`config.mk`:
```
export PLATFORM = sky130hd
export DESIGN_NAME = dmb_micro_flat
export DESIGN_NICKNAME = d
export VERILOG_FILES = /design/src/pkg/dmb_pkg.sv /design/src/pkg/dmb_if.sv /design/src/rtl/dmb_micro.sv /design/src/rtl/dmb_tsync.sv /design/src/flat_wrapper.sv
export SDC_FILE = /design/constraint.sdc
export NUM_CORES = 1
export LEC_CHECK = 0
export BUFFER_PORTS_ARGS = -buffer_cell sky130_fd_sc_hd__clkbuf_2
export CAP_MARGIN = 20
export CORE_ASPECT_RATIO = 2
export CORE_MARGIN = 2
export CORE_UTILIZATION = 50
export CTS_BUF_LIST = sky130_fd_sc_hd__clkbuf_8
export CTS_CLUSTER_SIZE = 20
export DETAILED_ROUTE_END_ITERATION = 10
export PLACE_DENSITY = 0.75
export REMOVE_ABC_BUFFERS = 1
export SKIP_CTS_REPAIR_TIMING = 1
export SLEW_MARGIN = 20
export SYNTH_ARGS = -nofsm -noshare
export SYNTH_HDL_FRONTEND = slang
export SYNTH_SLANG_ARGS = --single-unit
```
`constraint.sdc`:
```
create_clock -name hclk -period 2.2 [get_ports hclk]
set_input_delay 0.11 -clock hclk [delete_from_list [all_inputs] [get_ports hclk]]
set_output_delay 0.11 -clock hclk [all_outputs]
set_load 0.05 [all_outputs]
```
`src/pkg/dmb_pkg.sv`:
```
// Package for the microcontroller/coprocessor mailbox and interrupt block
// Functional notes
// (RL1) Enable-low: master bit 7, seven source enables
// (RL2) Enable-high: minute, message, bus, pins 6-2
// (RL3) Request flags: minute, message, timebase, pins 6-2
// (RL4) Hardware sets flags; only software clears
// (RL5) Polarity bits pick pin active level
// (RL6) Control: frame-sync flag bit0, extended wake bit1
// (RL7) Wake-disable bit per flagged source
// (RL8) Six byte registers, four coprocessor registers
// (RL9) Handshakes deliver whole old or new sets
// (RL10) Coprocessor reads control before data
// (RL11) Coprocessor request raises message interrupt
// (RL12) First outbound write copies all three bytes
// (RL13) Outbound set held while coprocessor off
// (RL14) Micro waits 125 us between outbound writes
// (RL15) Coprocessor control write latches inbound, interrupts
// (RL16) At most one trigger per direction per 125 us
// (RL17) Frame-sync at tick/8, switchable to tick/4
// (RL18) Minute interrupt when enabled and clock normal
// (RL19) Minute service routine clears its flag
// (RL20) Minute interrupt wakes from power-down and idle
// (RL21) Master enable off suppresses all sources; code gates irq_req, but extended wake still raises wake_req
// (RL22) Flags captured on always-running clock
// (RL23) Toggles pass two flip-flops before use
package dmb_pkg;
  // Register indexes; byte address is four times the index
  localparam logic [7:0]  IDX_IEN_LOW   = 8'hA8;
  localparam logic [7:0]  IDX_WAKE_DIS  = 8'hB9;
  localparam logic [7:0]  IDX_IRQ_FLAGS = 8'hC0;
  localparam logic [7:0]  IDX_INT_CTRL  = 8'hC1;
  localparam logic [7:0]  IDX_IEN_HIGH  = 8'hE8;
  localparam logic [7:0]  IDX_PIN_POL   = 8'hE9;
  localparam logic [7:0]  IDX_OUT_B0    = 8'h10;
  localparam logic [7:0]  IDX_OUT_B1    = 8'h11;
  localparam logic [7:0]  IDX_OUT_B2    = 8'h12;
  localparam logic [7:0]  IDX_IN_B0     = 8'h13;
  localparam logic [7:0]  IDX_IN_B1     = 8'h14;
  localparam logic [7:0]  IDX_IN_B2     = 8'h15;
  localparam logic [7:0]  IDX_MISC      = 8'h16;
  localparam logic [7:0]  RST_BYTE      = 8'h00;
  // Field positions
  localparam int          B_GLOBAL      = 7;
  localparam int          B_RTC         = 7;
  localparam int          B_DSP         = 6;
  localparam int          B_TIME        = 5;
  localparam int          B_FS_FLAG     = 0;
  localparam int          B_XWU         = 1;
  localparam int          B_FS_FAST     = 0;
  localparam int          B_CLK_NORMAL  = 7;
  localparam int          B_TX_BUSY     = 4;
  // Coprocessor I/O register addresses
  localparam logic [1:0]  IO_IN_CTRL    = 2'h0;
  localparam logic [1:0]  IO_IN_DATA    = 2'h1;
  localparam logic [1:0]  IO_OUT_CTRL   = 2'h2;
  localparam logic [1:0]  IO_OUT_DATA   = 2'h3;
  // Timing
  localparam int          CLK_HZ        = 10_000_000;
  localparam int          MINUTE_S      = 60;
  localparam longint      MINUTE_CYC    = longint'(CLK_HZ) * MINUTE_S;
  localparam logic [2:0]  FS_DIV_SLOW   = 3'h7;
  localparam logic [2:0]  FS_DIV_FAST   = 3'h3;
  typedef enum logic [1:0] {TX_IDLE, TX_WAIT, TX_PEND} dmb_tx_t;
  typedef enum logic       {RX_IDLE, RX_CTRL_READ} dmb_rx_t;
endpackage : dmb_pkg

```
`src/pkg/dmb_if.sv`:
```
// Link between the microcontroller end and the coprocessor end
`timescale 1ns/1ns
`default_nettype none
interface dmb_if;
  logic        m2d_tog;
  logic [7:0]  m2d_ctrl;
  logic [15:0] m2d_data;
  logic        m2d_ack;
  logic        d2m_tog;
  logic [7:0]  d2m_ctrl;
  logic [15:0] d2m_data;
  logic        d2m_ack;
  modport micro_end   (output m2d_tog, m2d_ctrl, m2d_data, d2m_ack, input m2d_ack, d2m_tog, d2m_ctrl, d2m_data);
  modport coproc_end  (input m2d_tog, m2d_ctrl, m2d_data, d2m_ack, output m2d_ack, d2m_tog, d2m_ctrl, d2m_data);
endinterface : dmb_if
`default_nettype wire

```
`src/rtl/dmb_micro.sv`:
```
// Microcontroller end: AHB-Lite registers, interrupt flags and mailbox bytes
//
// Decided for this implementation: the AHB-Lite interface to the registers.
`timescale 1ns/1ns
`default_nettype none
module dmb_micro #(
  parameter longint MINUTE_CYCLES = dmb_pkg::MINUTE_CYC
) (
  input  wire logic        hclk,
  input  wire logic        hresetn,
  input  wire logic        hsel,
  input  wire logic [31:0] haddr,
  input  wire logic [1:0]  htrans,
  input  wire logic        hwrite,
  input  wire logic [2:0]  hsize,
  input  wire logic [31:0] hwdata,
  input  wire logic        hready,
  output logic [31:0]      hrdata,
  output logic             hreadyout,
  output logic             hresp,
  dmb_if.micro_end         lnk,
  input  wire logic [4:0]  pin_level,
  input  wire logic [4:0]  src_pend,
  input  wire logic        i2c_pend,
  input  wire logic        timebase_evt,
  input  wire logic        sample_frame_tick,
  output logic             irq_req,
  output logic             wake_req
);
  import dmb_pkg::*;
  logic           msg_pulse, ack_pulse;
  logic [7:0]     interrupt_enable_low_r, interrupt_enable_low_nxt, interrupt_enable_high_r, interrupt_enable_high_nxt, flg_r, flg_nxt, pol_r, pol_nxt;
  logic [7:0]     ictl_r, ictl_nxt, wakeup_disable_r, wakeup_disable_nxt, misc_r, misc_nxt;
  logic [7:0]     ob_r [3];
  logic [7:0]     ob_nxt [3];
  logic [7:0]     ib_r [3];
  logic [7:0]     ib_nxt [3];
  logic [7:0]     hc_r, hc_nxt;
  logic [15:0]    hd_r, hd_nxt;
  logic           tog_r, tog_nxt, dack_r, dack_nxt;
  dmb_tx_t        tx_r, tx_nxt;
  logic [2:0]     fs_r, fs_nxt;
  logic [63:0]    min_r, min_nxt;
  logic [7:0]     idx_r, idx_nxt;
  logic           ph_r, ph_nxt, wr_r, wr_nxt, rdy_r, rdy_nxt, irq_r, irq_nxt, wk_r, wk_nxt;
  logic [31:0]    rd_r, rd_nxt;
  logic [7:0]     rsel, set1;
  logic [4:0]     pin_act;
  logic           fs_evt, min_evt, wbyte0;

  dmb_tsync u_msg (.hclk(hclk), .hresetn(hresetn), .tog(lnk.d2m_tog), .pulse(msg_pulse));
  dmb_tsync u_ack (.hclk(hclk), .hresetn(hresetn), .tog(lnk.m2d_ack), .pulse(ack_pulse));

  always_comb begin
    case (idx_r)
      IDX_IEN_LOW:   rsel = interrupt_enable_low_r;
      IDX_IEN_HIGH:  rsel = interrupt_enable_high_r;
      IDX_IRQ_FLAGS: rsel = flg_r;
      IDX_PIN_POL:   rsel = pol_r;
      IDX_INT_CTRL:  rsel = ictl_r;
      IDX_WAKE_DIS:  rsel = wakeup_disable_r;
      IDX_OUT_B0:    rsel = ob_r[0]; // [RL8]
      IDX_OUT_B1:    rsel = ob_r[1];
      IDX_OUT_B2:    rsel = ob_r[2];
      IDX_IN_B0:     rsel = ib_r[0];
      IDX_IN_B1:     rsel = ib_r[1];
      IDX_IN_B2:     rsel = ib_r[2];
      IDX_MISC:      rsel = {misc_r[7:5], (tx_r != TX_IDLE), misc_r[3:0]};
      default:       rsel = 8'h00;
    endcase
  end

  always_comb begin
    interrupt_enable_low_nxt = interrupt_enable_low_r;
    interrupt_enable_high_nxt = interrupt_enable_high_r;
    pol_nxt = pol_r;
    wakeup_disable_nxt = wakeup_disable_r;
    misc_nxt = misc_r;
    ob_nxt = ob_r;
    ib_nxt = ib_r;
    flg_nxt = flg_r;
    ictl_nxt = ictl_r;
    hc_nxt = hc_r;
    hd_nxt = hd_r;
    tog_nxt = tog_r;
    dack_nxt = dack_r;
    tx_nxt = tx_r;
    idx_nxt = idx_r;
    wr_nxt = 1'b0;
    ph_nxt = 1'b0;
    rdy_nxt = 1'b1;
    rd_nxt = rd_r;
    wbyte0 = 1'b0;
    // Bus: take address phase, then one wait cycle before the answer
    if (hsel && htrans[1] && hready) begin
      idx_nxt = haddr[9:2];
      wr_nxt = hwrite;
      ph_nxt = 1'b1;
      rdy_nxt = 1'b0;
    end
    if (ph_r && !wr_r) begin
      rd_nxt = {24'h000000, rsel};
    end
    if (ph_r && wr_r) begin
      case (idx_r)
        IDX_IEN_LOW:   interrupt_enable_low_nxt = hwdata[7:0]; // [RL1]
        IDX_IEN_HIGH:  interrupt_enable_high_nxt = hwdata[7:0]; // [RL2]
        IDX_IRQ_FLAGS: flg_nxt = hwdata[7:0]; // [RL3] [RL19]
        IDX_PIN_POL:   pol_nxt = hwdata[7:0]; // [RL5]
        IDX_INT_CTRL:  ictl_nxt = {6'h00, hwdata[1:0]}; // [RL6]
        IDX_WAKE_DIS:  wakeup_disable_nxt = hwdata[7:0]; // [RL7]
        IDX_OUT_B0: begin
          ob_nxt[0] = hwdata[7:0];
          wbyte0 = 1'b1;
        end
        IDX_OUT_B1:    ob_nxt[1] = hwdata[7:0];
        IDX_OUT_B2:    ob_nxt[2] = hwdata[7:0];
        IDX_MISC:      misc_nxt = {hwdata[7], 6'h00, hwdata[0]};
        default: ;
      endcase
    end
    // Event sources; a set in the same cycle as a clear wins [RL4] [RL22]
    pin_act = ~(pin_level ^ pol_r[4:0]); // [RL5]
    fs_evt = sample_frame_tick && (fs_r == (misc_r[B_FS_FAST] ? FS_DIV_FAST : FS_DIV_SLOW)); // [RL17]
    min_evt = (min_r == MINUTE_CYCLES - 1);
    set1 = {min_evt && interrupt_enable_low_r[B_GLOBAL] && interrupt_enable_high_r[B_RTC] && misc_r[B_CLK_NORMAL], // [RL18]
            msg_pulse, timebase_evt, pin_act}; // [RL11]
    flg_nxt = flg_nxt | set1; // [RL4]
    ictl_nxt[B_FS_FLAG] = ictl_nxt[B_FS_FLAG] | fs_evt;
    fs_nxt = sample_frame_tick ? (fs_evt ? 3'h0 : fs_r + 3'h1) : fs_r;
    min_nxt = min_evt ? 64'h0 : min_r + 64'h1;
    // Inbound set latched on the coprocessor's control write [RL15]
    if (msg_pulse) begin
      ib_nxt[0] = lnk.d2m_ctrl;
      ib_nxt[1] = lnk.d2m_data[15:8];
      ib_nxt[2] = lnk.d2m_data[7:0];
      dack_nxt = ~dack_r;
    end
    // Outbound transmit machine [RL9] [RL12] [RL13]
    case (tx_r)
      TX_IDLE: begin
        if (wbyte0) begin
          hc_nxt = ob_nxt[0];
          hd_nxt = {ob_r[1], ob_r[2]};
          tog_nxt = ~tog_r;
          tx_nxt = TX_WAIT;
        end
      end
      TX_WAIT, TX_PEND: begin
        if (wbyte0) begin
          tx_nxt = TX_PEND;
        end
        if (ack_pulse) begin
          if (tx_nxt == TX_PEND) begin
            hc_nxt = ob_nxt[0];
            hd_nxt = {ob_nxt[1], ob_nxt[2]};
            tog_nxt = ~tog_r;
            tx_nxt = TX_WAIT;
          end else begin
            tx_nxt = TX_IDLE;
          end
        end
      end
      default: tx_nxt = TX_IDLE;
    endcase
    // Master enable gates every source [RL21]
    irq_nxt = interrupt_enable_low_r[B_GLOBAL] && ((|(interrupt_enable_low_r[6:0] & {ictl_r[B_FS_FLAG], flg_r[B_TIME], src_pend}))
              || (|(interrupt_enable_high_r & {flg_r[7:6], i2c_pend, flg_r[4:0]})));
    // Minute flag always wakes; others through extended wake-up [RL20] [RL7]
    wk_nxt = flg_r[B_RTC] || (ictl_r[B_XWU] && (|(flg_r[6:0] & ~wakeup_disable_r[6:0])));
  end

  always_ff @(posedge hclk or negedge hresetn) begin
    if (!hresetn) begin
      interrupt_enable_low_r <= RST_BYTE;
      interrupt_enable_high_r <= RST_BYTE;
      flg_r <= RST_BYTE;
      pol_r <= RST_BYTE;
      ictl_r <= RST_BYTE;
      wakeup_disable_r <= RST_BYTE;
      misc_r <= RST_BYTE;
      ob_r <= '{default: 8'h00};
      ib_r <= '{default: 8'h00};
      hc_r <= 8'h00;
      hd_r <= 16'h0000;
      tog_r <= 1'b0;
      dack_r <= 1'b0;
      tx_r <= TX_IDLE;
      fs_r <= 3'h0;
      min_r <= 64'h0;
      idx_r <= 8'h00;
      ph_r <= 1'b0;
      wr_r <= 1'b0;
      rdy_r <= 1'b1;
      rd_r <= 32'h00000000;
      irq_r <= 1'b0;
      wk_r <= 1'b0;
    end else begin
      interrupt_enable_low_r <= interrupt_enable_low_nxt;
      interrupt_enable_high_r <= interrupt_enable_high_nxt;
      flg_r <= flg_nxt;
      pol_r <= {3'h0, pol_nxt[4:0]};
      ictl_r <= ictl_nxt;
      wakeup_disable_r <= wakeup_disable_nxt;
      misc_r <= misc_nxt;
      ob_r <= ob_nxt;
      ib_r <= ib_nxt;
      hc_r <= hc_nxt;
      hd_r <= hd_nxt;
      tog_r <= tog_nxt;
      dack_r <= dack_nxt;
      tx_r <= tx_nxt;
      fs_r <= fs_nxt;
      min_r <= min_nxt;
      idx_r <= idx_nxt;
      ph_r <= ph_nxt;
      wr_r <= wr_nxt;
      rdy_r <= rdy_nxt;
      rd_r <= rd_nxt;
      irq_r <= irq_nxt;
      wk_r <= wk_nxt;
    end
  end

  assign hrdata = rd_r;
  assign hreadyout = rdy_r;
  assign hresp = 1'b0;
  assign irq_req = irq_r;
  assign wake_req = wk_r;
  assign lnk.m2d_tog = tog_r;
  assign lnk.m2d_ctrl = hc_r;
  assign lnk.m2d_data = hd_r;
  assign lnk.d2m_ack = dack_r;
endmodule : dmb_micro
`default_nettype wire

```
`src/rtl/dmb_tsync.sv`:
```
// Toggle synchroniser producing a one-cycle pulse per toggle
`timescale 1ns/1ns
`default_nettype none
module dmb_tsync (
  input  wire logic hclk,
  input  wire logic hresetn,
  input  wire logic tog,
  output logic      pulse
);
  logic [2:0] sr_r;
  logic [2:0] sr_nxt;
  always_comb begin
    sr_nxt = {sr_r[1:0], tog};
  end
  always_ff @(posedge hclk or negedge hresetn) begin
    if (!hresetn) begin
      sr_r <= 3'h0;
    end else begin
      sr_r <= sr_nxt;
    end
  end
  // Edge taken between second and third stage [RL23]
  assign pulse = sr_r[1] ^ sr_r[2];
endmodule : dmb_tsync
`default_nettype wire
```
`src/flat_wrapper.sv`:
```
// flat-port wrapper written by rule: the top's interface ports become plain ports
module dmb_micro_flat import dmb_pkg::*;
#(
  parameter longint MINUTE_CYCLES = dmb_pkg::MINUTE_CYC
)
  (hclk, hresetn, hsel, haddr, htrans, hwrite, hsize, hwdata, hready, hrdata, hreadyout, hresp, pin_level, src_pend, i2c_pend, timebase_evt, sample_frame_tick, irq_req, wake_req, lnk_m2d_tog, lnk_m2d_ctrl, lnk_m2d_data, lnk_d2m_ack, lnk_m2d_ack, lnk_d2m_tog, lnk_d2m_ctrl, lnk_d2m_data);
  dmb_if lnk_i ();
  input  wire logic hclk;
  input  wire logic hresetn;
  input  wire logic hsel;
  input  wire logic [31:0] haddr;
  input  wire logic [1:0] htrans;
  input  wire logic hwrite;
  input  wire logic [2:0] hsize;
  input  wire logic [31:0] hwdata;
  input  wire logic hready;
  output logic [31:0] hrdata;
  output logic hreadyout;
  output logic hresp;
  input  wire logic [4:0] pin_level;
  input  wire logic [4:0] src_pend;
  input  wire logic i2c_pend;
  input  wire logic timebase_evt;
  input  wire logic sample_frame_tick;
  output logic irq_req;
  output logic wake_req;
  output wire logic [$bits(lnk_i.m2d_tog)-1:0] lnk_m2d_tog;
  output wire logic [$bits(lnk_i.m2d_ctrl)-1:0] lnk_m2d_ctrl;
  output wire logic [$bits(lnk_i.m2d_data)-1:0] lnk_m2d_data;
  output wire logic [$bits(lnk_i.d2m_ack)-1:0] lnk_d2m_ack;
  input wire logic [$bits(lnk_i.m2d_ack)-1:0] lnk_m2d_ack;
  input wire logic [$bits(lnk_i.d2m_tog)-1:0] lnk_d2m_tog;
  input wire logic [$bits(lnk_i.d2m_ctrl)-1:0] lnk_d2m_ctrl;
  input wire logic [$bits(lnk_i.d2m_data)-1:0] lnk_d2m_data;
  assign lnk_m2d_tog = lnk_i.m2d_tog;
  assign lnk_m2d_ctrl = lnk_i.m2d_ctrl;
  assign lnk_m2d_data = lnk_i.m2d_data;
  assign lnk_d2m_ack = lnk_i.d2m_ack;
  assign lnk_i.m2d_ack = lnk_m2d_ack;
  assign lnk_i.d2m_tog = lnk_d2m_tog;
  assign lnk_i.d2m_ctrl = lnk_d2m_ctrl;
  assign lnk_i.d2m_data = lnk_d2m_data;
  dmb_micro #(.MINUTE_CYCLES(MINUTE_CYCLES)) u_core (.hclk(hclk), .hresetn(hresetn), .hsel(hsel), .haddr(haddr), .htrans(htrans), .hwrite(hwrite), .hsize(hsize), .hwdata(hwdata), .hready(hready), .hrdata(hrdata), .hreadyout(hreadyout), .hresp(hresp), .lnk(lnk_i), .pin_level(pin_level), .src_pend(src_pend), .i2c_pend(i2c_pend), .timebase_evt(timebase_evt), .sample_frame_tick(sample_frame_tick), .irq_req(irq_req), .wake_req(wake_req));
endmodule
```
==> results of run 1 <==
==> flip-flops by register name (all words and copies together) (netlist names), 3 cells and up <==
signal / cells
u_core.wakeup_disable_r: 8
u_core.lnk.m2d_ctrl: 8
u_core.ib_r: 24
u_core.idx_r: 8
u_core.fs_r: 3
u_core.pol_r: 5
u_core.u_ack.sr_r: 3
u_core.min_r: 64
u_core.ob_r: 24
u_core.lnk.m2d_data: 16
u_core.flg_r: 8
u_core.hrdata: 8
u_core.interrupt_enable_low_r: 8
u_core.u_msg.sr_r: 3
u_core.interrupt_enable_high_r: 8
==> per-stage QoR <==
step | worst slack (ns) | TNS, ns | area, sq um
global placement | -0.0658 | -0.349 | 11400
CTS | -0.111 | -1.33 | 12100
detailed placement | -0.0720 | -0.566 | 11400
global route | -0.113 | -1.96 | 12900
floorplan | -0.773 | -24.04 | 9960
finish | -0.0682 | -0.412 | 12900
==> worst min-delay path: stages <==
cell and delay [ns]:
sky130_fd_sc_hd__clkbuf_2 0.26, sky130_fd_sc_hd__mux2i_1 0.12, sky130_fd_sc_hd__nand2_1 0.06
==> kinds of logic after synthesis <==
family,Yosys count,synth area share (%)
other,1,0.0367
AND/OR/NAND/NOR,281,14.5
flip-flops,211,51.7
buffers and inverters,88,4.41
multiplexers,145,15.9
AO/OA/AOI/OAI,97,6.80
XOR/XNOR,72,6.17
adder cells (fa/ha/maj),4,0.490
==> metal layers <==
| metal | GRT usage (%) | share of wire (%) | up-vias |
|---|---|---|---|
| li1 | - | - | 3595 |
| met1 | 23.8 | 33 | 3951 |
| met2 | 48.9 | 56 | 267 |
| met3 | 3.31 | 4.1 | 103 |
| met4 | 15.8 | 7.3 | 0 |
| met5 | 0 | 0 | - |
==> cell type report <==
type	count	share of cell area, %
timing repair buffer	221	13.2
multi-input combinational	624	36.9
inverter	28	0.817
clock buffer	39	4.17
sequential	211	41.0
clock inverter	17	1.24
tap	266	2.59
==> synthesized netlist by cell type, types with 3 or more instances <==
library cell | n | area (sq um)
sky130_fd_sc_hd__a211oi_1 | 3 | 22.5
sky130_fd_sc_hd__a21oi_1 | 13 | 65.1
sky130_fd_sc_hd__a221oi_1 | 6 | 52.6
sky130_fd_sc_hd__a222oi_1 | 5 | 50.1
sky130_fd_sc_hd__a22o_1 | 6 | 52.6
sky130_fd_sc_hd__a22oi_1 | 19 | 143
sky130_fd_sc_hd__a32oi_1 | 5 | 43.8
sky130_fd_sc_hd__and2_1 | 5 | 31.3
sky130_fd_sc_hd__and3_1 | 6 | 37.5
sky130_fd_sc_hd__buf_1 | 4 | 15.0
sky130_fd_sc_hd__buf_2 | 9 | 45.0
sky130_fd_sc_hd__buf_4 | 25 | 188
sky130_fd_sc_hd__clkbuf_1 | 20 | 75.1
sky130_fd_sc_hd__dfrtp_1 | 210 | 5260
sky130_fd_sc_hd__ha_1 | 4 | 50.1
sky130_fd_sc_hd__inv_1 | 28 | 105
sky130_fd_sc_hd__mux2_1 | 8 | 90.1
sky130_fd_sc_hd__mux2_2 | 127 | 1430
sky130_fd_sc_hd__mux2i_1 | 10 | 100
sky130_fd_sc_hd__nand2_1 | 79 | 297
sky130_fd_sc_hd__nand2b_1 | 6 | 37.5
sky130_fd_sc_hd__nand3_1 | 31 | 155
sky130_fd_sc_hd__nand4_1 | 20 | 125
sky130_fd_sc_hd__nor2_1 | 43 | 161
sky130_fd_sc_hd__nor2b_1 | 11 | 68.8
sky130_fd_sc_hd__nor3_1 | 27 | 135
sky130_fd_sc_hd__nor3b_1 | 4 | 30.0
sky130_fd_sc_hd__nor4_1 | 18 | 113
sky130_fd_sc_hd__nor4b_2 | 3 | 45.0
sky130_fd_sc_hd__o21ai_0 | 18 | 90.1
sky130_fd_sc_hd__o22ai_1 | 7 | 43.8
sky130_fd_sc_hd__or3_1 | 4 | 25.0
sky130_fd_sc_hd__xnor2_1 | 30 | 263
sky130_fd_sc_hd__xor2_1 | 42 | 368
==> power breakdown <==
part / total [uW] / internal, uW / switching (uW)
Sequential: 4170 / 4050 / 126
Clock: 3460 / 1950 / 1510
Combinational: 1330 / 542 / 787
Total: 8970 / 6540 / 2420
==> worst paths after layout <==
kind / startpoint / end / slack (ns) / depth (start not counted)
max in group asynchronous: hresetn / u_core.min_r[31] / 1.41 / 3
max reg2reg: u_core.idx_r[7] / u_core.lnk.m2d_data[2] / -0.07 / 6
min: hwdata[1] / u_core.flg_r[1] / 0.005 / 3
min reg2reg: u_core.u_ack.sr_r[0] / u_core.u_ack.sr_r[1] / 0.35 / 0
min in group asynchronous: hresetn / u_core.ib_r[4] / 0.07 / 2
max: u_core.idx_r[7] / u_core.lnk.m2d_data[2] / -0.07 / 6
==> results_tabular.tex, run 1 <==
\begin{tabular}{lr}
\hline
Metric & Value \\
\hline
\multicolumn{2}{l}{\textbf{Outcome}} \\
\quad Status & finished, violations left \\
\quad Failing checks & negative setup slack \\
\multicolumn{2}{l}{\textbf{Power and ir drop}} \\
\quad Static Leakage & a little over 0.006 uW \\
\quad IR drop worst, VDD & 0.441 mV \\
\quad Power per cell area & about 700 nW/um\^{}2 \\
\quad Overall power & around 9000 uW \\
\multicolumn{2}{l}{\textbf{Synth}} \\
\quad Post-Syn Area & approximately 10,000 sq um \\
\quad Post-synthesis async set-or-reset flop share & 100\% \\
\quad Yosys Warn Count & 0 \\
\quad Mean Syn Cell Area & between 10 and 15 sq um \\
\quad Mapped Cells & 899 \\
\quad Fraction of the yosys area taken by sequential cells & 51.7\% \\
\quad Distinct cell type count after synthesis & 66 \\
\quad Commonest register cell after synthesis & sky130\_fd\_sc\_hd\_\_dfrtp\_1 \\
\quad Post-synth EDFFs & 0 \\
\quad \#FFs+latches synth & roughly 210 \\
\multicolumn{2}{l}{\textbf{Route}} \\
\quad 1st-iter DRT viols & between 300 and 400 \\
\quad Post-route DRC violation count & 0 \\
\quad Mean routed wirelength per cell & 20.0 um \\
\quad Routed vias/inst & approximately 5.6 \\
\quad Length of the first detailed-routing pass in iterations & 5 \\
\quad Final wirelength & $\sim$28,000 um \\
\quad Number of nets still failing antenna checks after routing & 0 \\
\quad Vias & 7,916 \\
\multicolumn{2}{l}{\textbf{Clock network}} \\
\quad Clock tree root driver cell & sky130\_fd\_sc\_hd\_\_clkbuf\_8 \\
\quad TritonCTS Sinks & $\sim$210 \\
\quad Clock-pin slew on the worst setup and hold paths & around 0.07 ns \\
\quad Clock insertion delay at the later pin of the skew report & 0.59 ns \\
\quad Total clock buffers created by CTS & 30 \\
\quad TritonCTS clock tree & yes \\
\quad Depth of the CTS H-tree & 1 \\
\quad Maximum buffer depth of the clock tree & 3 \\
\multicolumn{2}{l}{\textbf{Finish}} \\
\quad Share of cells above drive strength 1 & 33.4\% \\
\quad Register area & roughly 5300 sq um \\
\quad Layout filler cell count & $\sim$1,600 \\
\quad Number of diodes & 0 \\
\quad Most frequent standard cell in the layout excluding fill and tap cells & sky130\_fd\_sc\_hd\_\_dfrtp\_1 \\
\quad Final net count & approximately 1,200 \\
\quad Util after Layout & between 60\% and 70\% \\
\quad Count of non-filler cells in the finished layout & about 1,400 \\
\quad Synthesis-to-layout area growth & 26.0\% \\
\quad Commonest cells after routing, fill and taps aside & sky130\_fd\_sc\_hd\_\_dfrtp\_1, sky130\_fd\_sc\_hd\_\_mux2\_2, sky130\_fd\_sc\_hd\_\_clkbuf\_2, sky130\_fd\_sc\_hd\_\_nand2\_1, sky130\_fd\_sc\_hd\_\_buf\_4 \\
\quad Area used by multi-input combinational logic & 4750 sq um \\
\multicolumn{2}{l}{\textbf{Global route}} \\
\quad Largest net degree at the start of global routing & 60 \\
\quad Overall routing resource usage & between 20\% and 30\% \\
\quad Sum of overflow across all layers after global routing & 0 \\
\quad Number of global-route vias before repair & 7,864 \\
\quad Global-route wire length before repair & 41,600 um \\
\quad Antenna violations before repair & 0 \\
\multicolumn{2}{l}{\textbf{Die}} \\
\quad Top-Level Pins & $\sim$180 \\
\quad Core Area & about 20,000 sq um \\
\quad Die width & around 110 um \\
\quad DIE AREA & $\sim$22,000 sq um \\
\quad Die outline height & 206 um \\
\quad Initial standard-cell utilization of the core & 50.4\% \\
\quad Row Count & 74 \\
\multicolumn{2}{l}{\textbf{Worst setup path}} \\
\quad Critical Path, Cell by Cell & or4\_4 -> nor3\_4 -> and3\_4 -> buf\_12 -> mux2\_2 -> mux2\_2 \\
\quad Arrival time reported for the critical path endpoint & between 2 and 3 ns \\
\quad CP Data Required Time & 2.66 ns \\
\quad Stage delay of the slowest cell on the critical path & between 0.5 and 0.6 ns \\
\quad Buffers plus inverters on the worst setup path & 1 \\
\quad Family with the most delay on the worst path & simple AND/OR/NAND/NOR gates \\
\quad Critical Path Most Common Cell & sky130\_fd\_sc\_hd\_\_mux2\_2 \\
\quad Library cell contributing the largest single delay on the critical path & sky130\_fd\_sc\_hd\_\_or4\_4 \\
\quad Setup crit start kind & register \\
\quad Crit Path Category & register to register \\
\quad CP endpoint kind & register \\
\quad Critical path fanouts, max & 8 \\
\multicolumn{2}{l}{\textbf{STA}} \\
\quad Minimum period implied by the final worst setup slack & approximately 2.3 ns \\
\quad Number of endpoints failing setup at the final stage & 16 \\
\quad Maximum operating frequency & between 400 and 500 MHz \\
\quad Worst setup skew after layout & around 0.016 ns \\
\quad Post-route worst setup slack & -0.0682 ns \\
\quad Worst slack on hold paths & around 0.0048 ns \\
\quad Worst slew margin relative to its limit & about two thirds \\
\quad Slew of the pin with the lowest slew margin & 0.519 ns \\
\quad Number of max-slew violations in the final report & 0 \\
\quad Final hold viol count & 0 \\
\quad Period utilization & 103\% \\
\quad Unrepaired setup endpoints after global routing & true \\
\multicolumn{2}{l}{\textbf{Placement}} \\
\quad Post-Place Cells & about 1,300 \\
\quad Port bufs & between 90 and 100 \\
\quad Post-DP HPWL & slightly above 20,000 um \\
\quad Final weighted congestion of routability-driven global placement & just under 1 \\
\multicolumn{2}{l}{\textbf{Worst hold path}} \\
\quad Worst min-delay path class & input pin to register \\
\multicolumn{2}{l}{\textbf{Flow run}} \\
\quad Max-cap violations & 0 \\
\hline
\end{tabular}
No activity file was read; power rests on OpenSTA's default activity.
==> inputs of run 2 (changes only) <==
--- a/config.mk
+++ b/config.mk
@@ -7,7 +7,7 @@
 export LEC_CHECK = 0
 export BUFFER_PORTS_ARGS = -buffer_cell sky130_fd_sc_hd__clkbuf_2
 export CAP_MARGIN = 20
-export CORE_ASPECT_RATIO = 2
+export CORE_ASPECT_RATIO = 1.75
 export CORE_MARGIN = 2
 export CORE_UTILIZATION = 50
 export CTS_BUF_LIST = sky130_fd_sc_hd__clkbuf_8
==> run 2 against run 1 <==
Compared with the run above: flip-flop and latch count is the same; global-route usage down 0.058 points; cell area is 1.6% higher; die area fell by 0.11%; sequential share of layout area fell by 0.63 points; sequential power about the same; the flow still finishes with violations (negative setup slack); hold slack improved by 0.0065 ns; critical endpoint is now u_core.lnk.m2d_ctrl[5]; clock power rose by 4%; critical path depth increased by 1; fmax shrank 7.1%; wire length rose by 2.4%; via count is 0.80% higher.
==> results_tabular.tex, run 2 (synthesis gave the netlist of run 1 again) <==
\begin{tabular}{lr}
\hline
Metric & Value \\
\hline
\multicolumn{2}{l}{\textbf{Worst setup path}} \\
\quad Critical path fanouts, max & 6 (was 8) \\
\quad Reg-to-reg critical path endpoint & u\_core.lnk.m2d\_ctrl[5] (was u\_core.lnk.m2d\_data[2]) \\
\quad CP endpoint kind & register (unchanged) \\
\quad Arrival time reported for the critical path endpoint & 2.89 ns (was 2.73 ns) \\
\quad Crit Reg-Reg Startpoint & u\_core.idx\_r[5] (was u\_core.idx\_r[7]) \\
\quad CP Data Required Time & 2.64 ns (was 2.66 ns) \\
\quad Internal reg-to-reg setup slack & -0.24 ns (was -0.07 ns) \\
\quad Count of cells along the worst register-to-register path & 7 (was 6) \\
\quad Crit Path Category & register to register (unchanged) \\
\quad Setup crit start kind & register (unchanged) \\
\multicolumn{2}{l}{\textbf{Finish}} \\
\quad Final instance area & 13,100 sq um (was 12,900 sq um) \\
\quad Share of cells above drive strength 1 & 34.8\% (was 33.4\%) \\
\quad Largest registers in the final layout & u\_core.min\_r: 64 flops, u\_core.ib\_r: 24 flops, u\_core.ob\_r: 24 flops (unchanged) \\
\quad Layout filler cell count & 1,513 (was 1,587) \\
\quad Area used by multi-input combinational logic & 4820 sq um (was 4750 sq um) \\
\quad Register area & 5280 sq um (about the same) \\
\quad Commonest cells after routing, fill and taps aside & sky130\_fd\_sc\_hd\_\_dfrtp\_1, sky130\_fd\_sc\_hd\_\_mux2\_2, sky130\_fd\_sc\_hd\_\_clkbuf\_2, sky130\_fd\_sc\_hd\_\_nand2\_1, sky130\_fd\_sc\_hd\_\_buf\_4 (unchanged) \\
\quad Number of diodes & 0 (unchanged) \\
\quad Final net count & 1,247 (was 1,233) \\
\quad Synthesis-to-layout area growth & 28.0\% (was 26.0\%) \\
\quad Register with the highest flop count & u\_core.min\_r (unchanged) \\
\quad Most frequent standard cell in the layout excluding fill and tap cells & sky130\_fd\_sc\_hd\_\_dfrtp\_1 (unchanged) \\
\quad Max FFs per register & 64 (unchanged) \\
\multicolumn{2}{l}{\textbf{Power and ir drop}} \\
\quad Relative contribution of the clock network to total power & 39.6\% (was 38.6\%) \\
\quad Power per cell area & 697 nW/um\^{}2 (about the same) \\
\quad Static Leakage & 0.00616 uW (was 0.00606 uW) \\
\quad Internal power of the cells & 6690 uW (was 6540 uW) \\
\quad Combinational group share of total power & 14.5\% (was 14.8\%) \\
\quad Switching power total & 2420 uW (about the same) \\
\quad Switching share of power & 26.6\% (was 27.0\%) \\
\quad Sequential Power Share & 45.9\% (was 46.6\%) \\
\quad IR drop worst, VDD & 0.634 mV (was 0.441 mV) \\
\multicolumn{2}{l}{\textbf{STA}} \\
\quad Number of endpoints failing setup at the final stage & 26 (was 16) \\
\quad Unrepaired setup endpoints after global routing & true (unchanged) \\
\quad Final hold viol count & 0 (unchanged) \\
\quad Number of max-slew violations in the final report & 0 (unchanged) \\
\quad Setup TNS Final & -4.97 ns (was -0.412 ns) \\
\quad Worst setup skew after layout & 0.0153 ns (was 0.0165 ns) \\
\quad Period utilization & 111\% (was 103\%) \\
\quad Worst slew margin relative to its limit & 57.5\% (was 65.3\%) \\
\quad Slew of the pin with the lowest slew margin & 0.638 ns (was 0.519 ns) \\
\quad Maximum operating frequency & 410 MHz (was 441 MHz) \\
\quad Post-route worst setup slack & -0.241 ns (was -0.0682 ns) \\
\quad Minimum period implied by the final worst setup slack & 2.44 ns (was 2.27 ns) \\
\multicolumn{2}{l}{\textbf{Global route}} \\
\quad Overall routing resource usage & 24.9\% (about the same) \\
\quad Largest net degree at the start of global routing & 74 (was 60) \\
\quad Sum of overflow across all layers after global routing & 0 (unchanged) \\
\quad Global-route wire length before repair & 42,000 um (was 41,600 um) \\
\quad Antenna violations before repair & 0 (unchanged) \\
\quad Number of global-route vias before repair & 7,822 (was 7,864) \\
\multicolumn{2}{l}{\textbf{Clock network}} \\
\quad TritonCTS clock tree & yes (unchanged) \\
\quad TritonCTS Sinks & 211 (unchanged) \\
\quad Clock-pin slew on the worst setup and hold paths & 0.07 ns (about the same) \\
\quad Clock insertion delay at the later pin of the skew report & 0.57 ns (was 0.59 ns) \\
\quad Depth of the CTS H-tree & 1 (unchanged) \\
\quad Maximum buffer depth of the clock tree & 3 (unchanged) \\
\quad Clock tree root driver cell & sky130\_fd\_sc\_hd\_\_clkbuf\_8 (unchanged) \\
\quad Total clock buffers created by CTS & 31 (was 30) \\
\multicolumn{2}{l}{\textbf{Outcome}} \\
\quad Failing checks & negative setup slack (unchanged) \\
\quad Status & finished, violations left (unchanged) \\
\multicolumn{2}{l}{\textbf{Die}} \\
\quad Die width & 112 um (was 105 um) \\
\quad Die outline height & 193 um (was 206 um) \\
\quad Top-Level Pins & 175 (unchanged) \\
\quad Initial standard-cell utilization of the core & 50.6\% (was 50.4\%) \\
\quad Row Count & 69 (was 74) \\
\quad Core Area & 20,200 sq um (was 20,300 sq um) \\
\quad DIE AREA & 21,600 sq um (was 21,700 sq um) \\
\multicolumn{2}{l}{\textbf{Route}} \\
\quad Post-route DRC violation count & 0 (unchanged) \\
\quad Final wirelength & 28,800 um (was 28,100 um) \\
\quad 1st-iter DRT viols & 473 (was 347) \\
\quad Number of nets still failing antenna checks after routing & 0 (unchanged) \\
\quad Length of the first detailed-routing pass in iterations & 5 (unchanged) \\
\quad Vias & 7,979 (was 7,916) \\
\quad Mean routed wirelength per cell & 20.6 um (was 20.0 um) \\
\quad Routed vias/inst & 5.70 (was 5.63) \\
\multicolumn{2}{l}{\textbf{Worst hold path}} \\
\quad Hold endpoint & u\_core.wakeup\_disable\_r[4] (was u\_core.flg\_r[1]) \\
\quad Hold path startpoint & hwdata[4] (was hwdata[1]) \\
\quad Worst min-delay path class & input pin to register (unchanged) \\
\quad Worst hold path stage count & 3 (unchanged) \\
\multicolumn{2}{l}{\textbf{Placement}} \\
\quad Pre-CTS worst setup slack & -0.0856 ns (was -0.0720 ns) \\
\quad Final weighted congestion of routability-driven global placement & 0.955 (was 0.964) \\
\quad Post-DP HPWL & 20,000 um (was 20,300 um) \\
\quad Area after detailed placement & 11,400 sq um (about the same) \\
\quad Port bufs & 97 (unchanged) \\
\multicolumn{2}{l}{\textbf{Flow run}} \\
\quad Max-cap violations & 0 (unchanged) \\
\hline
\end{tabular}
==> run 2: metrics by stage <==
stage          hold slack, ns  total power, uW  cells  util (%)
4_1_cts                -0.413             9070   1339      60.1
3_3_place_gp            0.173             5440   1284      56.6
2_1_floorplan          -0.186             4910    863         -
5_1_grt              0.000317             9470   1400      64.7
6_report               0.0113             9110   1400      64.7
3_5_place_dp            0.182             5460   1284      56.6
==> run 2: final cells by class <==
class / instances / area share, %
inverters: 28 / 0.804
repair buffers: 234 / 14.1
clock buffers: 40 / 4.21
flip-flops and latches: 211 / 40.4
clock inverters: 15 / 1.28
well taps: 248 / 2.37
multi-input cells: 624 / 36.9
==> run 2: power groups by stage <==
stage               sequential [uW]  clock [uW]  combinational, uW
floorplan                      4330           0                584
global placement               4240           0               1200
detailed placement             4250           0               1220
CTS                            4180        3670               1220
global route                   4200        3870               1410
finish                         4180        3610               1320
==> run 2: how the worst max path moves through the flow <==
stage	start	endpoint	slack [ns]	cells past startpoint
6_report	u_core.idx_r[5]	u_core.lnk.m2d_ctrl[5]	-0.24	7
5_1_grt	u_core.idx_r[5]	u_core.lnk.m2d_ctrl[5]	-0.25	7
4_1_cts	u_core.idx_r[7]	u_core.lnk.m2d_ctrl[0]	-0.11	5
3_5_place_dp	u_core.idx_r[7]	u_core.lnk.m2d_ctrl[0]	-0.09	5
3_3_place_gp	u_core.idx_r[7]	u_core.lnk.m2d_data[6]	-0.04	6
2_1_floorplan	u_core.idx_r[2]	u_core.lnk.m2d_ctrl[5]	-0.77	5
==> run 2: worst max-delay path, stage by stage, from the launching register on <==
cell	delay (ns)
sky130_fd_sc_hd__dfrtp_1	0.38
sky130_fd_sc_hd__or4_4	0.59
sky130_fd_sc_hd__nor4b_4	0.48
sky130_fd_sc_hd__o21ai_2	0.13
sky130_fd_sc_hd__o21ai_4	0.11
sky130_fd_sc_hd__buf_6	0.15
sky130_fd_sc_hd__clkbuf_16	0.17
sky130_fd_sc_hd__mux2_4	0.31
==> run 2: metal layers <==
layer | global-route usage [%] | wire, um | vias up
li1 | - | - | 3623
met1 | 26.3 | 10100 | 3986
met2 | 47.2 | 15600 | 278
met3 | 3.19 | 1370 | 92
met4 | 14.2 | 1790 | 0
met5 | 0 | 0 | -
